<file path="config.mk">
export PLATFORM = sky130hd
export DESIGN_NAME = umd_modem_pins
export DESIGN_NICKNAME = d
export VERILOG_FILES = /design/src/shared/umd_pkg.sv /design/src/design/umd_sync.sv /design/src/design/umd_modem_pins.sv
export SDC_FILE = /design/constraint.sdc
export NUM_CORES = 1
export LEC_CHECK = 0
export BUFFER_PORTS_ARGS = -buffer_cell sky130_fd_sc_hd__buf_4
export CELL_PAD_IN_SITES_DETAIL_PLACEMENT = 0
export CELL_PAD_IN_SITES_GLOBAL_PLACEMENT = 1
export CORE_MARGIN = 3
export CORE_UTILIZATION = 35
export DETAILED_ROUTE_END_ITERATION = 8
export PLACE_DENSITY = 0.78
export SYNTH_ARGS = -nofsm -noshare
export SYNTH_HDL_FRONTEND = slang
export SYNTH_SLANG_ARGS = --single-unit
</file>
<file path="constraint.sdc">
create_clock -name aclk -period 4.1 [get_ports aclk]
set_clock_uncertainty 0.2 [all_clocks]
set_input_delay 0.205 -clock aclk [delete_from_list [all_inputs] [get_ports aclk]]
set_output_delay 0.205 -clock aclk [all_outputs]
set_load 0.1 [all_outputs]
</file>
<file path="src/shared/umd_pkg.sv">
// constants for the modem-pin and half-duplex direction block of one channel
// assumes a 32-bit axi4-lite register bus and 8-bit control registers
package umd_pkg;

  // register byte offsets
  localparam logic [7:0] OFS_MODEM_CTRL   = 8'h00;
  localparam logic [7:0] OFS_FEATURE_CTRL = 8'h04;
  localparam logic [7:0] OFS_ENH_FEATURE  = 8'h08;
  localparam logic [7:0] OFS_INT_ENABLE   = 8'h0c;
  localparam logic [7:0] OFS_MODEM_STAT   = 8'h10;
  localparam logic [7:0] OFS_RX_TRIGGER   = 8'h14;

  // reset values
  localparam logic [7:0] RST_MODEM_CTRL   = 8'h00;
  localparam logic [7:0] RST_FEATURE_CTRL = 8'h00;
  localparam logic [7:0] RST_ENH_FEATURE  = 8'h00;
  localparam logic [7:0] RST_INT_ENABLE   = 8'h00;
  localparam logic [7:0] RST_RX_TRIGGER   = 8'h20;

  // modem_control_reg fields
  localparam int MCR_TERM_READY = 0;
  localparam int MCR_RTS        = 1;
  localparam int MCR_INT_EN     = 3;
  localparam int MCR_INFRARED   = 6;

  // feature_control_reg fields
  localparam int FCR_HYST_LO    = 0;
  localparam int FCR_IR_INVERT  = 2;
  localparam int FCR_DIR_CTRL   = 3;

  // enhanced_feature_reg and interrupt_enable_reg fields
  localparam int EFR_AUTO_RTS   = 6;
  localparam int EFR_AUTO_CTS   = 7;
  localparam int IER_CTS_INT    = 7;

  // status register fields
  localparam int STS_CTS        = 0;
  localparam int STS_DSR        = 1;
  localparam int STS_RING       = 2;
  localparam int STS_CARRIER    = 3;
  localparam int STS_HALF_DUP   = 4;
  localparam int STS_RTS_PIN    = 5;
  localparam int STS_TX_DIR     = 6;
  localparam int STS_CTS_DELTA  = 7;

  // hysteresis in fifo entries per field code
  localparam logic [7:0] HYST_0 = 8'h00;
  localparam logic [7:0] HYST_1 = 8'h04;
  localparam logic [7:0] HYST_2 = 8'h06;
  localparam logic [7:0] HYST_3 = 8'h08;

  // synchroniser layout: serial_in, cts, dsr, carrier, ring, half-duplex select
  localparam int          SYNC_W   = 6;
  localparam logic [5:0]  SYNC_RST = 6'h3f;

  localparam logic [1:0] RESP_OKAY   = 2'h0;
  localparam logic [1:0] RESP_SLVERR = 2'h2;

  typedef enum logic [1:0] {
    UMD_DIR_RX = 2'h1,
    UMD_DIR_TX = 2'h2
  } umd_dir_e;

endpackage

</file>
<file path="src/design/umd_sync.sv">
// two-flop synchroniser, one stage pair per bit
// assumes inputs are levels; first stage feeds only the second
`timescale 1ns/100ps
`default_nettype none
module umd_sync
  import umd_pkg::*;
#(
  parameter int         W   = SYNC_W,
  parameter logic [5:0] RST = SYNC_RST
) (
  input  wire logic         aclk,
  input  wire logic         aresetn,
  input  wire logic [W-1:0] async_in,
  output var  logic [W-1:0] sync_out
);

  logic [W-1:0] meta_q;

  genvar i;
  generate
    for (i = 0; i < W; i++) begin : g_bit
      always_ff @(posedge aclk) begin
        if (!aresetn) begin
          meta_q[i]   <= RST[i];
          sync_out[i] <= RST[i];
        end else begin
          meta_q[i]   <= async_in[i];
          sync_out[i] <= meta_q[i];
        end
      end
    end
  endgenerate

endmodule
`default_nettype wire

</file>
<file path="src/design/umd_modem_pins.sv">
// modem-control pins, auto flow control and half-duplex direction for one channel
// assumes fifo levels and transmitter events come from the channel core on aclk
`timescale 1ns/100ps
`default_nettype none
module umd_modem_pins
  import umd_pkg::*;
(
  input  wire logic        aclk,
  input  wire logic        aresetn,
  // axi4-lite slave
  input  wire logic [7:0]  s_axi_awaddr,
  input  wire logic        s_axi_awvalid,
  output var  logic        s_axi_awready,
  input  wire logic [31:0] s_axi_wdata,
  input  wire logic [3:0]  s_axi_wstrb,
  input  wire logic        s_axi_wvalid,
  output var  logic        s_axi_wready,
  output var  logic [1:0]  s_axi_bresp,
  output var  logic        s_axi_bvalid,
  input  wire logic        s_axi_bready,
  input  wire logic [7:0]  s_axi_araddr,
  input  wire logic        s_axi_arvalid,
  output var  logic        s_axi_arready,
  output var  logic [31:0] s_axi_rdata,
  output var  logic [1:0]  s_axi_rresp,
  output var  logic        s_axi_rvalid,
  input  wire logic        s_axi_rready,
  // serial and modem pins
  input  wire logic        serial_in,
  input  wire logic        clear_to_send_n,
  input  wire logic        data_set_ready_n,
  input  wire logic        carrier_detect_n,
  input  wire logic        bell_alert_in_n,
  input  wire logic        half_duplex_select_n,
  output var  logic        request_to_send_n,
  output var  logic        terminal_ready_n,
  output var  logic        aux_out_two_n,
  output var  logic        interrupt_out_a_o,
  output var  logic        interrupt_out_a_oe,
  // channel core side
  output var  logic        rx_to_decoder,
  input  wire logic [7:0]  rx_fifo_level,
  input  wire logic        tx_byte_loaded,
  input  wire logic        tx_last_stop_out,
  output var  logic        tx_allowed,
  input  wire logic        core_int_req,
  output var  logic        cts_change_event
);

  // registers
  logic [7:0] mcr_q, fcr_q, efr_q, ier_q, trig_q;
  logic       cts_delta_q;
  logic       rx_halted_q;
  umd_dir_e   dir_q, dir_d;

  // synchronised pins, all idle high except serial_in in infrared mode
  logic [SYNC_W-1:0] pins_s;
  umd_sync #(
    .W   (SYNC_W),
    .RST (SYNC_RST)
  ) u_sync (
    .aclk     (aclk),
    .aresetn  (aresetn),
    .async_in ({half_duplex_select_n, bell_alert_in_n, carrier_detect_n,
                data_set_ready_n, clear_to_send_n, serial_in}),
    .sync_out (pins_s)
  );

  wire rx_s    = pins_s[0];
  wire cts_n_s = pins_s[1];
  wire dsr_n_s = pins_s[2];
  wire cd_n_s  = pins_s[3];
  wire ri_n_s  = pins_s[4];
  wire hd_n_s  = pins_s[5];

  logic cts_n_prev_q;

  // bus handshake state
  logic       aw_full_q, w_full_q;
  logic [7:0] aw_addr_q;
  logic [7:0] w_data_q;
  logic       w_lane0_q;

  wire aw_take  = s_axi_awvalid && s_axi_awready;
  wire w_take   = s_axi_wvalid && s_axi_wready;
  wire aw_full  = aw_full_q || aw_take;
  wire w_full   = w_full_q || w_take;
  wire [7:0] wr_addr = aw_full_q ? aw_addr_q : s_axi_awaddr;
  wire [7:0] wr_data = w_full_q ? w_data_q : s_axi_wdata[7:0];
  wire       wr_lane = w_full_q ? w_lane0_q : s_axi_wstrb[0];
  wire       wr_fire = aw_full && w_full && !s_axi_bvalid;
  wire       b_done  = s_axi_bvalid && s_axi_bready;

  // write decode; only byte lane 0 holds register bits
  wire wr_mcr  = wr_fire && wr_lane && (wr_addr == OFS_MODEM_CTRL);
  wire wr_fcr  = wr_fire && wr_lane && (wr_addr == OFS_FEATURE_CTRL);
  wire wr_efr  = wr_fire && wr_lane && (wr_addr == OFS_ENH_FEATURE);
  wire wr_ier  = wr_fire && wr_lane && (wr_addr == OFS_INT_ENABLE);
  wire wr_sts  = wr_fire && wr_lane && (wr_addr == OFS_MODEM_STAT);
  wire wr_trig = wr_fire && wr_lane && (wr_addr == OFS_RX_TRIGGER);
  wire wr_hit  = (wr_addr == OFS_MODEM_CTRL) || (wr_addr == OFS_FEATURE_CTRL) ||
                 (wr_addr == OFS_ENH_FEATURE) || (wr_addr == OFS_INT_ENABLE) ||
                 (wr_addr == OFS_MODEM_STAT) || (wr_addr == OFS_RX_TRIGGER);

  // direction control
  wire dir_mode = !hd_n_s || fcr_q[FCR_DIR_CTRL];

  always_comb begin
    dir_d = dir_q;
    unique case (dir_q)
      UMD_DIR_RX: begin
        if (tx_byte_loaded)
          dir_d = UMD_DIR_TX;
      end
      UMD_DIR_TX: begin
        // a load in the same cycle keeps the line turned to transmit
        if (tx_last_stop_out && !tx_byte_loaded)
          dir_d = UMD_DIR_RX;
      end
      default: dir_d = UMD_DIR_RX;
    endcase
  end

  // receive flow control with hysteresis
  logic [7:0] hyst;
  always_comb begin
    unique case (fcr_q[FCR_HYST_LO +: 2])
      2'h0: hyst = HYST_0;
      2'h1: hyst = HYST_1;
      2'h2: hyst = HYST_2;
      2'h3: hyst = HYST_3;
    endcase
  end

  wire [8:0] halt_lvl   = {1'b0, trig_q} + {1'b0, hyst};
  wire [8:0] resume_lvl = {1'b0, trig_q} - {1'b0, hyst};
  wire       lvl_high   = {1'b0, rx_fifo_level} >= halt_lvl;
  wire       lvl_low    = resume_lvl[8] ? 1'b0 : ({1'b0, rx_fifo_level} < resume_lvl);
  wire       auto_rts   = efr_q[EFR_AUTO_RTS] && mcr_q[MCR_RTS];
  wire       rx_halted_d = !auto_rts ? 1'b0 :
                           lvl_high ? 1'b1 :
                           lvl_low ? 1'b0 : rx_halted_q;

  // pin values; direction mode overrides the software and flow-control roles
  wire rts_n_d = dir_mode ? (dir_q != UMD_DIR_TX) :
                 !(mcr_q[MCR_RTS] && !rx_halted_q);

  wire cts_edge = cts_n_s != cts_n_prev_q;
  wire cts_evt  = cts_edge && ier_q[IER_CTS_INT];

  // status input-pin bits are read from synced pins; nothing else uses dsr, carrier, ring
  wire [7:0] sts = {cts_delta_q, dir_q == UMD_DIR_TX, request_to_send_n, !hd_n_s,
                    !cd_n_s, !ri_n_s, !dsr_n_s, !cts_n_s};

  // read decode
  logic [7:0] rd_val;
  logic       rd_hit;
  always_comb begin
    rd_hit = 1'b1;
    unique case (s_axi_araddr)
      OFS_MODEM_CTRL:   rd_val = mcr_q;
      OFS_FEATURE_CTRL: rd_val = fcr_q;
      OFS_ENH_FEATURE:  rd_val = efr_q;
      OFS_INT_ENABLE:   rd_val = ier_q;
      OFS_MODEM_STAT:   rd_val = sts;
      OFS_RX_TRIGGER:   rd_val = trig_q;
      default: begin
        rd_val = 8'h00;
        rd_hit = 1'b0;
      end
    endcase
  end
  wire ar_take = s_axi_arvalid && s_axi_arready;

  // write channel
  always_ff @(posedge aclk) begin
    if (!aresetn) begin
      aw_full_q     <= 1'b0;
      w_full_q      <= 1'b0;
      aw_addr_q     <= 8'h00;
      w_data_q      <= 8'h00;
      w_lane0_q     <= 1'b0;
      s_axi_awready <= 1'b0;
      s_axi_wready  <= 1'b0;
      s_axi_bvalid  <= 1'b0;
      s_axi_bresp   <= RESP_OKAY;
    end else begin
      aw_full_q     <= aw_full && !wr_fire;
      w_full_q      <= w_full && !wr_fire;
      if (aw_take)
        aw_addr_q <= s_axi_awaddr;
      if (w_take) begin
        w_data_q  <= s_axi_wdata[7:0];
        w_lane0_q <= s_axi_wstrb[0];
      end
      s_axi_awready <= !(aw_full && !wr_fire) && !s_axi_awready;
      s_axi_wready  <= !(w_full && !wr_fire) && !s_axi_wready;
      if (wr_fire) begin
        s_axi_bvalid <= 1'b1;
        s_axi_bresp  <= wr_hit ? RESP_OKAY : RESP_SLVERR;
      end else if (b_done) begin
        s_axi_bvalid <= 1'b0;
      end
    end
  end

  // read channel
  always_ff @(posedge aclk) begin
    if (!aresetn) begin
      s_axi_arready <= 1'b0;
      s_axi_rvalid  <= 1'b0;
      s_axi_rdata   <= 32'h0000_0000;
      s_axi_rresp   <= RESP_OKAY;
    end else begin
      s_axi_arready <= !s_axi_rvalid && !ar_take && !s_axi_arready;
      if (ar_take) begin
        s_axi_rvalid <= 1'b1;
        s_axi_rdata  <= {24'h00_0000, rd_val};
        s_axi_rresp  <= rd_hit ? RESP_OKAY : RESP_SLVERR;
      end else if (s_axi_rvalid && s_axi_rready) begin
        s_axi_rvalid <= 1'b0;
      end
    end
  end

  // control registers
  always_ff @(posedge aclk) begin
    if (!aresetn) begin
      mcr_q  <= RST_MODEM_CTRL;
      fcr_q  <= RST_FEATURE_CTRL;
      efr_q  <= RST_ENH_FEATURE;
      ier_q  <= RST_INT_ENABLE;
      trig_q <= RST_RX_TRIGGER;
    end else begin
      if (wr_mcr)
        mcr_q <= wr_data;
      if (wr_fcr)
        fcr_q <= wr_data;
      if (wr_efr)
        efr_q <= wr_data;
      if (wr_ier)
        ier_q <= wr_data;
      if (wr_trig)
        trig_q <= wr_data;
    end
  end

  // block state; a cts change in the clearing cycle survives the clear
  always_ff @(posedge aclk) begin
    if (!aresetn) begin
      dir_q        <= UMD_DIR_RX;
      rx_halted_q  <= 1'b0;
      cts_n_prev_q <= 1'b1;
      cts_delta_q  <= 1'b0;
    end else begin
      dir_q        <= dir_d;
      rx_halted_q  <= rx_halted_d;
      cts_n_prev_q <= cts_n_s;
      if (cts_edge)
        cts_delta_q <= 1'b1;
      else if (wr_sts && wr_data[STS_CTS_DELTA])
        cts_delta_q <= 1'b0;
    end
  end

  // pins, all from flops
  always_ff @(posedge aclk) begin
    if (!aresetn) begin
      request_to_send_n  <= 1'b1;
      terminal_ready_n   <= 1'b1;
      aux_out_two_n      <= 1'b1;
      interrupt_out_a_o  <= 1'b0;
      interrupt_out_a_oe <= 1'b0;
      rx_to_decoder      <= 1'b1;
      tx_allowed         <= 1'b0;
      cts_change_event   <= 1'b0;
    end else begin
      request_to_send_n  <= rts_n_d;
      terminal_ready_n   <= !mcr_q[MCR_TERM_READY];
      // aux output is tied to interrupt enable, so it is no free output
      aux_out_two_n      <= !mcr_q[MCR_INT_EN];
      interrupt_out_a_o  <= core_int_req;
      interrupt_out_a_oe <= mcr_q[MCR_INT_EN];
      // infrared line idles low; inversion only in infrared mode
      rx_to_decoder      <= rx_s ^ (mcr_q[MCR_INFRARED] && fcr_q[FCR_IR_INVERT]);
      tx_allowed         <= !(efr_q[EFR_AUTO_CTS] && cts_n_s);
      cts_change_event   <= cts_evt;
    end
  end

endmodule
`default_nettype wire

</file>
Word level (Yosys, flattened, before mapping):

Index checks and enable logic that the tools add are counted.

* $add $sub $neg: 2
* multiply operators: 0
* div/mod/pow operators: 0
* $lt $le $gt $ge: 2
* equal/unequal tests: 19
* shift-type cells: 0
* muxes and demuxes: 21
* bitwise gates (word level): 1
* reduce and logical (&&, ||, !) cells: 65

Operator list (number)
* $pmux 8 s6: 1
* $eq 8x4->1 const B: 4
* $eq 8x5->1 const B: 4
* $pmux 8 s4: 1
* $logic_and 1x1->1: 27
* $logic_not 1->1: 20
* $eq 8x3->1 const B: 2
* $logic_not 8->1: 2
* $mux 8: 2
* $mux 1: 12
* $add 8x8->9: 1
* $ge 8x9->1: 1
* $lt 8x9->1: 1
* $sub 8x8->9: 1
* $logic_or 1x1->1: 8
* $mux 2: 4
* $reduce_bool 2->1: 4
* $eq 2x2->1 const B: 3
* $reduce_or 6->1: 1
* $eq 2x1->1 const B: 2
* $ne 2x2->1 const B: 2
* $pmux 2 s2: 1
* $reduce_and 2->1: 2
* $logic_not 2->1: 1
* 3 further kinds: 3

* register bits: 101
* latch bits: 0
* bits in writable memories: 0
* ROM bits: 0
* logic and storage cells: 152
* memories: 0

Logic depth before layout (Yosys ltp):

Gate-level depths: netlist (run 1).

* depth after elaboration: 9
* mapped depth: 15
* mapped depth without buffers: 15

By module:

From an unflattened synthesis (run 1), not the netlist that was laid out.

* cell total of the unflattened synthesis: 537
* area, all modules: 4918.5 µm²

Modules (own cells, without submodules)
* umd_modem_pins: times used 1, cells each 512, area each 4579.4 µm², seq. area each 1741.7 µm²
* umd_sync: times used 1, cells each 25, area each 339.1 µm², seq. area each 240.2 µm²

Worst setup path after synthesis (run 1):

OpenSTA, ideal clock, no wires.

* path kind: flip-flop to flip-flop
* start point: reg fcr_q[0]
* end point: reg rx_halted_q
* library setup time: 0.116 ns
* data arrival time: 2.778 ns
* required time: 3.784 ns
* path slack: 1.006 ns
* stages on the path, launching flop included: 14
* path buffers: 0
* clock period less this slack: 3.094 ns
* cells stage by stage: dfxtp_1 > inv_1 > ha_1 > fa_1 > nor2_1 > o21ai_0 > nor2_1 > xnor2_1 > ha_1 > and3_1 > a221oi_1 > o31ai_1 > o211a_1 > a31o_2

* word-level cells in the longest chain between the ends: 6
* elaborated cells between the ends (all ways): 12
* those cells by class: add/sub (2); order compare (2); eq/ne (3); mux (3); reduce/logical (2)

Ends and longest elaborated chain
* start, declared: line umd_modem_pins.sv:51 `logic [7:0] mcr_q, fcr_q, efr_q, ier_q, trig_q;`
* start signal, assigned: line umd_modem_pins.sv:238 `fcr_q <= wr_data;`
* $eq 2x2->1 (tied with other cells): line umd_modem_pins.sv:127 `unique case (fcr_q[FCR_HYST_LO +: 2])`
* $pmux 8 s4 *: line umd_modem_pins.sv:127
* $sub 8x8->9: line umd_modem_pins.sv:136 `wire [8:0] resume_lvl = {1'b0, trig_q} - {1'b0, hyst};`
* $lt 8x9->1: line umd_modem_pins.sv:138 `wire lvl_low = resume_lvl[8] ? 1'b0 : ({1'b0, rx_fifo_level} < resume_lvl);`
* $mux 1: line umd_modem_pins.sv:138
* $reduce_bool 2->1 (no source line)
* end signal, assigned: line umd_modem_pins.sv:257 `rx_halted_q <= rx_halted_d;`
* end, declared: line umd_modem_pins.sv:53 `logic rx_halted_q;`

Every way passes the cells marked *; elsewhere a longest branch is shown, timed or not. The select of a mux whose other input is x is not followed.
A chain may end at the register's enable or synchronous reset.

Final worst setup path (run 1):

Ends and elaborated chain as after synthesis.

==> results of run 1 <==
[area by class of cell]
class	instances	area (sq um)	share of cell area, %
sequential	99	1980	33.0
timing repair buffer	100	818	13.6
clock inverter	2	60.1	0.999
tap	176	220	3.66
clock buffer	12	256	4.27
multi-input combinational	389	2590	43.0
inverter	23	86.3	1.44
[kinds of logic (layout without fill, tap and decap cells)]
logic type | Yosys count | after routing | share of synthesized area [%]
other | 1 | 26 | 0.0766
XOR/XNOR | 11 | 11 | 1.97
buffers and inverters | 77 | 137 | 8.59
adder cells (fa/ha/maj) | 25 | 25 | 6.70
AO/OA/AOI/OAI | 120 | 120 | 16.1
AND/OR/NAND/NOR | 178 | 178 | 18.3
multiplexers | 29 | 29 | 7.75
flip-flops | 99 | 99 | 40.5
[synth_stat cells, types with 4 or more instances]
cell type / number
sky130_fd_sc_hd__xor2_1: 4
sky130_fd_sc_hd__mux2_2: 11
sky130_fd_sc_hd__dfxtp_1: 99
sky130_fd_sc_hd__a22o_1: 8
sky130_fd_sc_hd__o21ai_0: 11
sky130_fd_sc_hd__mux4_2: 6
sky130_fd_sc_hd__o21ai_1: 20
sky130_fd_sc_hd__inv_1: 23
sky130_fd_sc_hd__buf_6: 4
sky130_fd_sc_hd__and2_1: 4
sky130_fd_sc_hd__o21ai_2: 12
sky130_fd_sc_hd__ha_1: 23
sky130_fd_sc_hd__nand3b_1: 4
sky130_fd_sc_hd__nand3_1: 32
sky130_fd_sc_hd__o22ai_1: 9
sky130_fd_sc_hd__nand2_1: 65
sky130_fd_sc_hd__buf_1: 4
sky130_fd_sc_hd__mux2i_1: 12
sky130_fd_sc_hd__buf_4: 27
sky130_fd_sc_hd__nand2b_1: 23
sky130_fd_sc_hd__nor2b_1: 4
sky130_fd_sc_hd__clkbuf_1: 19
sky130_fd_sc_hd__xnor2_1: 7
sky130_fd_sc_hd__nor3_1: 7
sky130_fd_sc_hd__a21oi_1: 35
sky130_fd_sc_hd__nor2_1: 22
[sequential cells by signal, indices dropped and copies added, names as in the netlist, 2 cells and up]
| signal | count |
|---|---|
| s_axi_rdata | 8 |
| u_sync.sync_out | 6 |
| mcr_q | 8 |
| efr_q | 8 |
| fcr_q | 8 |
| w_data_q | 8 |
| ier_q | 8 |
| trig_q | 8 |
| dir_q | 2 |
| aw_addr_q | 8 |
| u_sync.meta_q | 6 |
[what timing repair did]
action                                 4_1_cts  5_1_grt
endpoints found under the hold margin       27        0
hold buffers                                27        0
resized for setup                            0        0
[routing by layer]
layer	up-vias	share of wire, %	global-route usage (%)	routed length (microns)
met3	7	4.2	3.22	471
met2	75	51	25.6	5650
met5	-	0	0	0
met4	0	0.85	3.80	95
li1	2000	-	-	-
met1	1858	44	18.3	4950
[critical path: stages (launching register included)]
cell and delay (ps):
sky130_fd_sc_hd__dfxtp_1 380, sky130_fd_sc_hd__inv_1 60, sky130_fd_sc_hd__ha_1 370, sky130_fd_sc_hd__fa_1 460
sky130_fd_sc_hd__nor2_1 120, sky130_fd_sc_hd__o21ai_0 130, sky130_fd_sc_hd__nor2_1 160, sky130_fd_sc_hd__xnor2_1 130
sky130_fd_sc_hd__ha_1 260, sky130_fd_sc_hd__and3_1 200, sky130_fd_sc_hd__a221oi_1 290, sky130_fd_sc_hd__o31ai_1 120
sky130_fd_sc_hd__o211a_1 150, sky130_fd_sc_hd__a31o_2 200
[report_power, final]
group / internal [W] / total, W / switching (W)
Clock: 0.000561 / 0.000898 / 0.000337
Sequential: 0.000986 / 0.00101 / 0.0000205
Combinational: 0.000103 / 0.000355 / 0.000252
Total: 0.00165 / 0.00226 / 0.000609
[stage by stage]
stage	instances	util (%)	total power (W)
global placement	760	40.3	0.00136
finish	801	44.7	0.00226
CTS	801	44.7	0.00229
floorplan	565	-	0.00130
global route	801	44.7	0.00236
detailed placement	760	40.3	0.00136
[final timing paths]
check             cells past startpoint                 end              from  slack (ps)
setup / recovery                     13         rx_halted_q          fcr_q[0]         770
hold / removal                        3        s_axi_rvalid     s_axi_arvalid          50
setup reg to reg                     13         rx_halted_q          fcr_q[0]         770
hold reg to reg                       1  u_sync.sync_out[2]  u_sync.meta_q[2]         210
==> results_dict.tcl, run 1 <==
set metrics [dict create \
    result_of_the_run "finished, final reports clean" \
    pin_count 125 \
    firstDrtPassIters 4 \
    asyncSetResetFlopFracSynth_pct 0 \
    highest_net_fanout_along_the_worst_path 4 \
    power.density_cell_area_nw_per_um2 376 \
    ys_seq_area_share_pct 40.5 \
    mostFrequentLayoutCells "sky130_fd_sc_hd__dfxtp_1, sky130_fd_sc_hd__buf_4, sky130_fd_sc_hd__nand2_1" \
    post_synth_instance_area_sq_um 4890 \
    rsz0062_at_grt "false" \
    slew_viol_final 0 \
    avgRoutedWirePerCell_microns 13.9 \
    start_kind "flop" \
    post-dp-hpwl_microns 8030 \
    place.gp.congestion 0.753 \
    grt_pass1_wl_microns 18800 \
    cts_max_level 3 \
    ir_drop_mv 0.225 \
    cts-root-buf "sky130_fd_sc_hd__clkbuf_16" \
    fp.coreArea_sq_um 13500 \
    gr-total-overflow 0 \
    crit_path_end_kind "flop" \
    static_leakage_power_nw 2.34 \
    finalHoldViolations 0 \
    cell_accounting_for_the_most_synthesized_area "sky130_fd_sc_hd__dfxtp_1" \
    yosys.cell_types.count 56 \
    maximum_number_of_pins_on_one_net_before_global_route_repair 70 \
    final-setup-viol-count 0 \
    dpl_worst_slack_ps 734 \
    tightestPinTransition_ps 1160 \
    floorplan.initialDensity_pct 36.4 \
    crit_required_ps 4140 \
    clkLatencyLatePin_ps 340 \
    placement_rows 42 \
    yosys.area.top_type_share_pct 40.5 \
    layout_commonest_cell "sky130_fd_sc_hd__dfxtp_1" \
    cts.sinks 99 \
    first_global_vias 3933 \
    setup_tns_ps 0 \
    cts_made_buffers 9 \
    ys_seq_elements 99 \
    dpl-instance-area_sq_um 5420 \
    drive_gt1_share_pct 20.2 \
    antenna_found_initial 0 \
    cts_tree "done" \
    final_min_period_over_clock_period_pct 81.3 \
    chip_width_microns 124 \
    route.detailed.vias_per_inst 4.92 \
    count_of_input_and_output_buffers 71 \
    number_of_synthesized_flops_with_an_enable_pin 0 \
    cap_viol_max_count 0 \
    drt_drc_violations_left 0 \
    nets 723 \
    syn-mean-instance-area_sq_um 9.06 \
    yosys_warnings 0 \
    num_antenna_cells 0 \
    track_usage_pct 14.6 \
    n_fill_cell 1360 \
    timing.max_slew.rel_slack_pct 22.2 \
    layout.cell_area.non_filler_sq_um 6010 \
    synth_flop_cell "sky130_fd_sc_hd__dfxtp_1" \
    design.die.area_sq_um 15400 \
    final_period_minus_worst_setup_slack_ps 3330 \
    critical_path_arrival_ps 3370 \
    finalWirelength_microns 11200 \
    synthCells 540 \
    worst_slack_ps 767 \
    cts-root-to-sink-buffers 2 \
    num_vias 3940 \
    worstSetupPathType "reg -> reg" \
    drtIter0Drc 179 \
    antenna_left 0 \
    die_height_microns 124 \
    post_cts.repair.setup_buffers 0 \
    whs_ps 48.2 \
    fmax_mhz 300 \
    holdCritPathClass "in -> reg" \
    areaGrowthSynthToFinish_pct 22.8 \
    ys_top_cells_by_area "sky130_fd_sc_hd__dfxtp_1, sky130_fd_sc_hd__ha_1, sky130_fd_sc_hd__nand2_1" \
    worst_setup_hold_path_clk_slew_ps 60 \
]
(Power assumes the default switching activity.)
==> run 2, diff against run 1 <==
ABC_AREA = 1   (was default)
CORE_UTILIZATION = 34   (was 35)
PLACE_DENSITY = 0.82   (was 0.78)
clock period = 3 ns   (was 4.1 ns; I/O delays follow)
==> results_dict.tcl, run 2 <==
set metrics [dict create \
    tightestPinTransition_ps 660 \
    cell_accounting_for_the_most_synthesized_area "sky130_fd_sc_hd__dfxtp_1" \
    avgRoutedWirePerCell_microns 13.0 \
    place.gp.congestion 0.842 \
    final-setup-viol-count 0 \
    finalWirelength_microns 12500 \
    synth.top_cells.by_count "sky130_fd_sc_hd__nand2_1, sky130_fd_sc_hd__dfxtp_1, sky130_fd_sc_hd__nor2_1" \
    post_cts.repair.setup_buffers 0 \
    first_global_vias 4103 \
    track_usage_pct 15.7 \
    holdCritPathClass "in -> reg" \
    asyncSetResetFlopFracSynth_pct 0 \
    yosys.area.top_type_share_pct 39.9 \
    placement_rows 43 \
    final_period_minus_worst_setup_slack_ps 2790 \
    critical_path_arrival_ps 2870 \
    slew_viol_final 0 \
    rr_startpoint "fcr_q[1]" \
    yosysMostFrequentCell "sky130_fd_sc_hd__nand2_1" \
    worst_setup_hold_path_clk_slew_ps 70 \
    start_kind "flop" \
    yosys.cell_types.count 35 \
    nets 873 \
    cts_made_buffers 9 \
    worstReg2RegEnd "rx_halted_q" \
    whs_ps 25.2 \
    n_fill_cell 1480 \
    design.die.area_sq_um 16100 \
    mostFrequentLayoutCells "sky130_fd_sc_hd__nand2_1, sky130_fd_sc_hd__dfxtp_1, sky130_fd_sc_hd__nor2_1" \
    drive_gt1_share_pct 17.4 \
    num_vias 4398 \
    worstSetupPathType "reg -> reg" \
    clkLatencyLatePin_ps 350 \
    highest_net_fanout_along_the_worst_path 6 \
    yosys_warnings 0 \
    ys_top_cells_by_area "sky130_fd_sc_hd__dfxtp_1, sky130_fd_sc_hd__nand2_1, sky130_fd_sc_hd__nor2_1" \
    drtIter0Drc 222 \
    areaGrowthSynthToFinish_pct 24.4 \
    cp_slowest_stage_delay_ps 380 \
    grt_pass1_wl_microns 20300 \
    route.detailed.vias_per_inst 4.60 \
    reg2regPathDepth 19 \
    cap_viol_max_count 0 \
    ir_drop_mv 0.256 \
    die_height_microns 127 \
    hold_start "tx_last_stop_out" \
    cts_tree "done" \
    post-dp-hpwl_microns 9140 \
    ys_seq_area_share_pct 39.9 \
    worstHoldEndpoint "dir_q[1]" \
    fin_util_pct 43.9 \
    antenna_found_initial 0 \
    finalHoldViolations 0 \
    chip_width_microns 127 \
    drt_drc_violations_left 0 \
    holdPathStages 6 \
    firstDrtPassIters 4 \
    power.density_cell_area_nw_per_um2 536 \
    number_of_synthesized_flops_with_an_enable_pin 0 \
    pin_count 125 \
    count_of_input_and_output_buffers 71 \
    antenna_left 0 \
    final_min_period_over_clock_period_pct 93.0 \
    post_synth_instance_area_sq_um 4970 \
    crit_path_cell_trace "ha_1, inv_1, ha_2, inv_1, a21oi_1, nand2_1, nand2_1, nand2_1, ha_1, nand2_1, nor2_2, nand2_1, nand3_1, nand2_1, nand2_1, nand2_1, nand2_1, nand2_1, a21oi_1" \
    maximum_number_of_pins_on_one_net_before_global_route_repair 42 \
    reg2reg_slack_ps 210 \
    crit_path_top_delay_cell "sky130_fd_sc_hd__ha_2" \
    synth_flop_cell "sky130_fd_sc_hd__dfxtp_1" \
    crit_required_ps 3080 \
    fp.coreArea_sq_um 14100 \
    syn-mean-instance-area_sq_um 7.34 \
    synthCells 677 \
    result_of_the_run "finished, final reports clean" \
    ys_seq_elements 99 \
    gr-total-overflow 0 \
    timing.max_slew.rel_slack_pct 56.0 \
    fmax_mhz 359 \
    cts.sinks 99 \
    num_antenna_cells 0 \
    cts-root-buf "sky130_fd_sc_hd__clkbuf_16" \
    cts-root-to-sink-buffers 2 \
    floorplan.initialDensity_pct 35.3 \
    cts_max_level 3 \
    crit_path_end_kind "flop" \
    static_leakage_power_nw 2.72 \
    critPathMostFrequentCell "sky130_fd_sc_hd__nand2_1" \
    layout_commonest_cell "sky130_fd_sc_hd__nand2_1" \
]
## run 2: kinds of logic (layout without fill, tap and decap cells)
logic type / count (synthesis) / count (layout) / synth area share, %
xor+xnor: 8 / 8 / 1.41
fa+ha+maj: 25 / 25 / 6.59
other cells: 1 / 26 / 0.0754
simple gates: 270 / 270 / 23.9
buf+inv: 120 / 195 / 11.7
flops: 99 / 99 / 39.9
compound gates: 154 / 154 / 16.6
## run 2: area by class of cell
| cell class | instances | area, sq um | area share, % |
|---|---|---|---|
| clock buffer | 9 | 225 | 3.64 |
| clock inverter | 7 | 105 | 1.70 |
| inverter | 77 | 289 | 4.67 |
| multi-input combinational | 483 | 2520 | 40.7 |
| sequential | 99 | 1980 | 32.1 |
| tap | 180 | 225 | 3.64 |
| timing repair buffer | 102 | 838 | 13.6 |
## run 2: metrics by stage
| step | setup TNS (ps) | instance area, sq um | power (W) | cells | worst slack (ps) |
|---|---|---|---|---|---|
| final | 0 | 6190 | 0.00332 | 957 | 211 |
| after global routing | -6.04 | 6190 | 0.00345 | 957 | -6.04 |
| after CTS | 0 | 6170 | 0.00334 | 957 | 120 |
| after detailed placement | 0 | 5550 | 0.00204 | 912 | 152 |
| after global placement | 0 | 5550 | 0.00204 | 912 | 180 |
| after floorplan | 0 | 5070 | 0.00192 | 702 | 396 |
## run 2: power breakdown
part	internal, W	total, W	switching [W]
logic	0.000168	0.000639	0.000471
registers	0.00137	0.00140	0.0000330
clock network	0.000746	0.00128	0.000532
total	0.00228	0.00332	0.00104
## run 2: worst max-delay path by stage
stage               startpoint           to  slack [ps]  cells after the start
floorplan             fcr_q[0]  rx_halted_q         400                     16
global placement      fcr_q[0]  rx_halted_q         180                     18
detailed placement    fcr_q[0]  rx_halted_q         150                     15
CTS                   fcr_q[0]  rx_halted_q         120                     17
global route          fcr_q[1]  rx_halted_q          -6                     19
finish                fcr_q[1]  rx_halted_q         210                     19
## run 2: timing repair
| item | 4_1_cts | 5_1_grt |
|---|---|---|
| hold endpoints to repair | 31 | 0 |
| endpoints found under the setup margin | 0 | 1 |
| gates resized for setup | 0 | 8 |
| hold buffers | 29 | 0 |
## run 2: metal layers
metal  wire length (microns)  global-route usage (%)  vias to the layer above  share of wire, %
li1                        -                       -                     2315                 -
met1                    6100                    21.5                     1976                49
met2                    5650                    25.6                       95                45
met3                     580                    2.99                       12               4.6
met4                     148                    3.97                        0               1.2
met5                       0                       0                        -                 0
## run 2: worst max-delay path, delay by kind of cell (launching register included)
family          cells  cell delay (ps)
simple gates       12              850
buf+inv             2              120
compound gates      2              300
fa+ha+maj           3              860
flops               1              370
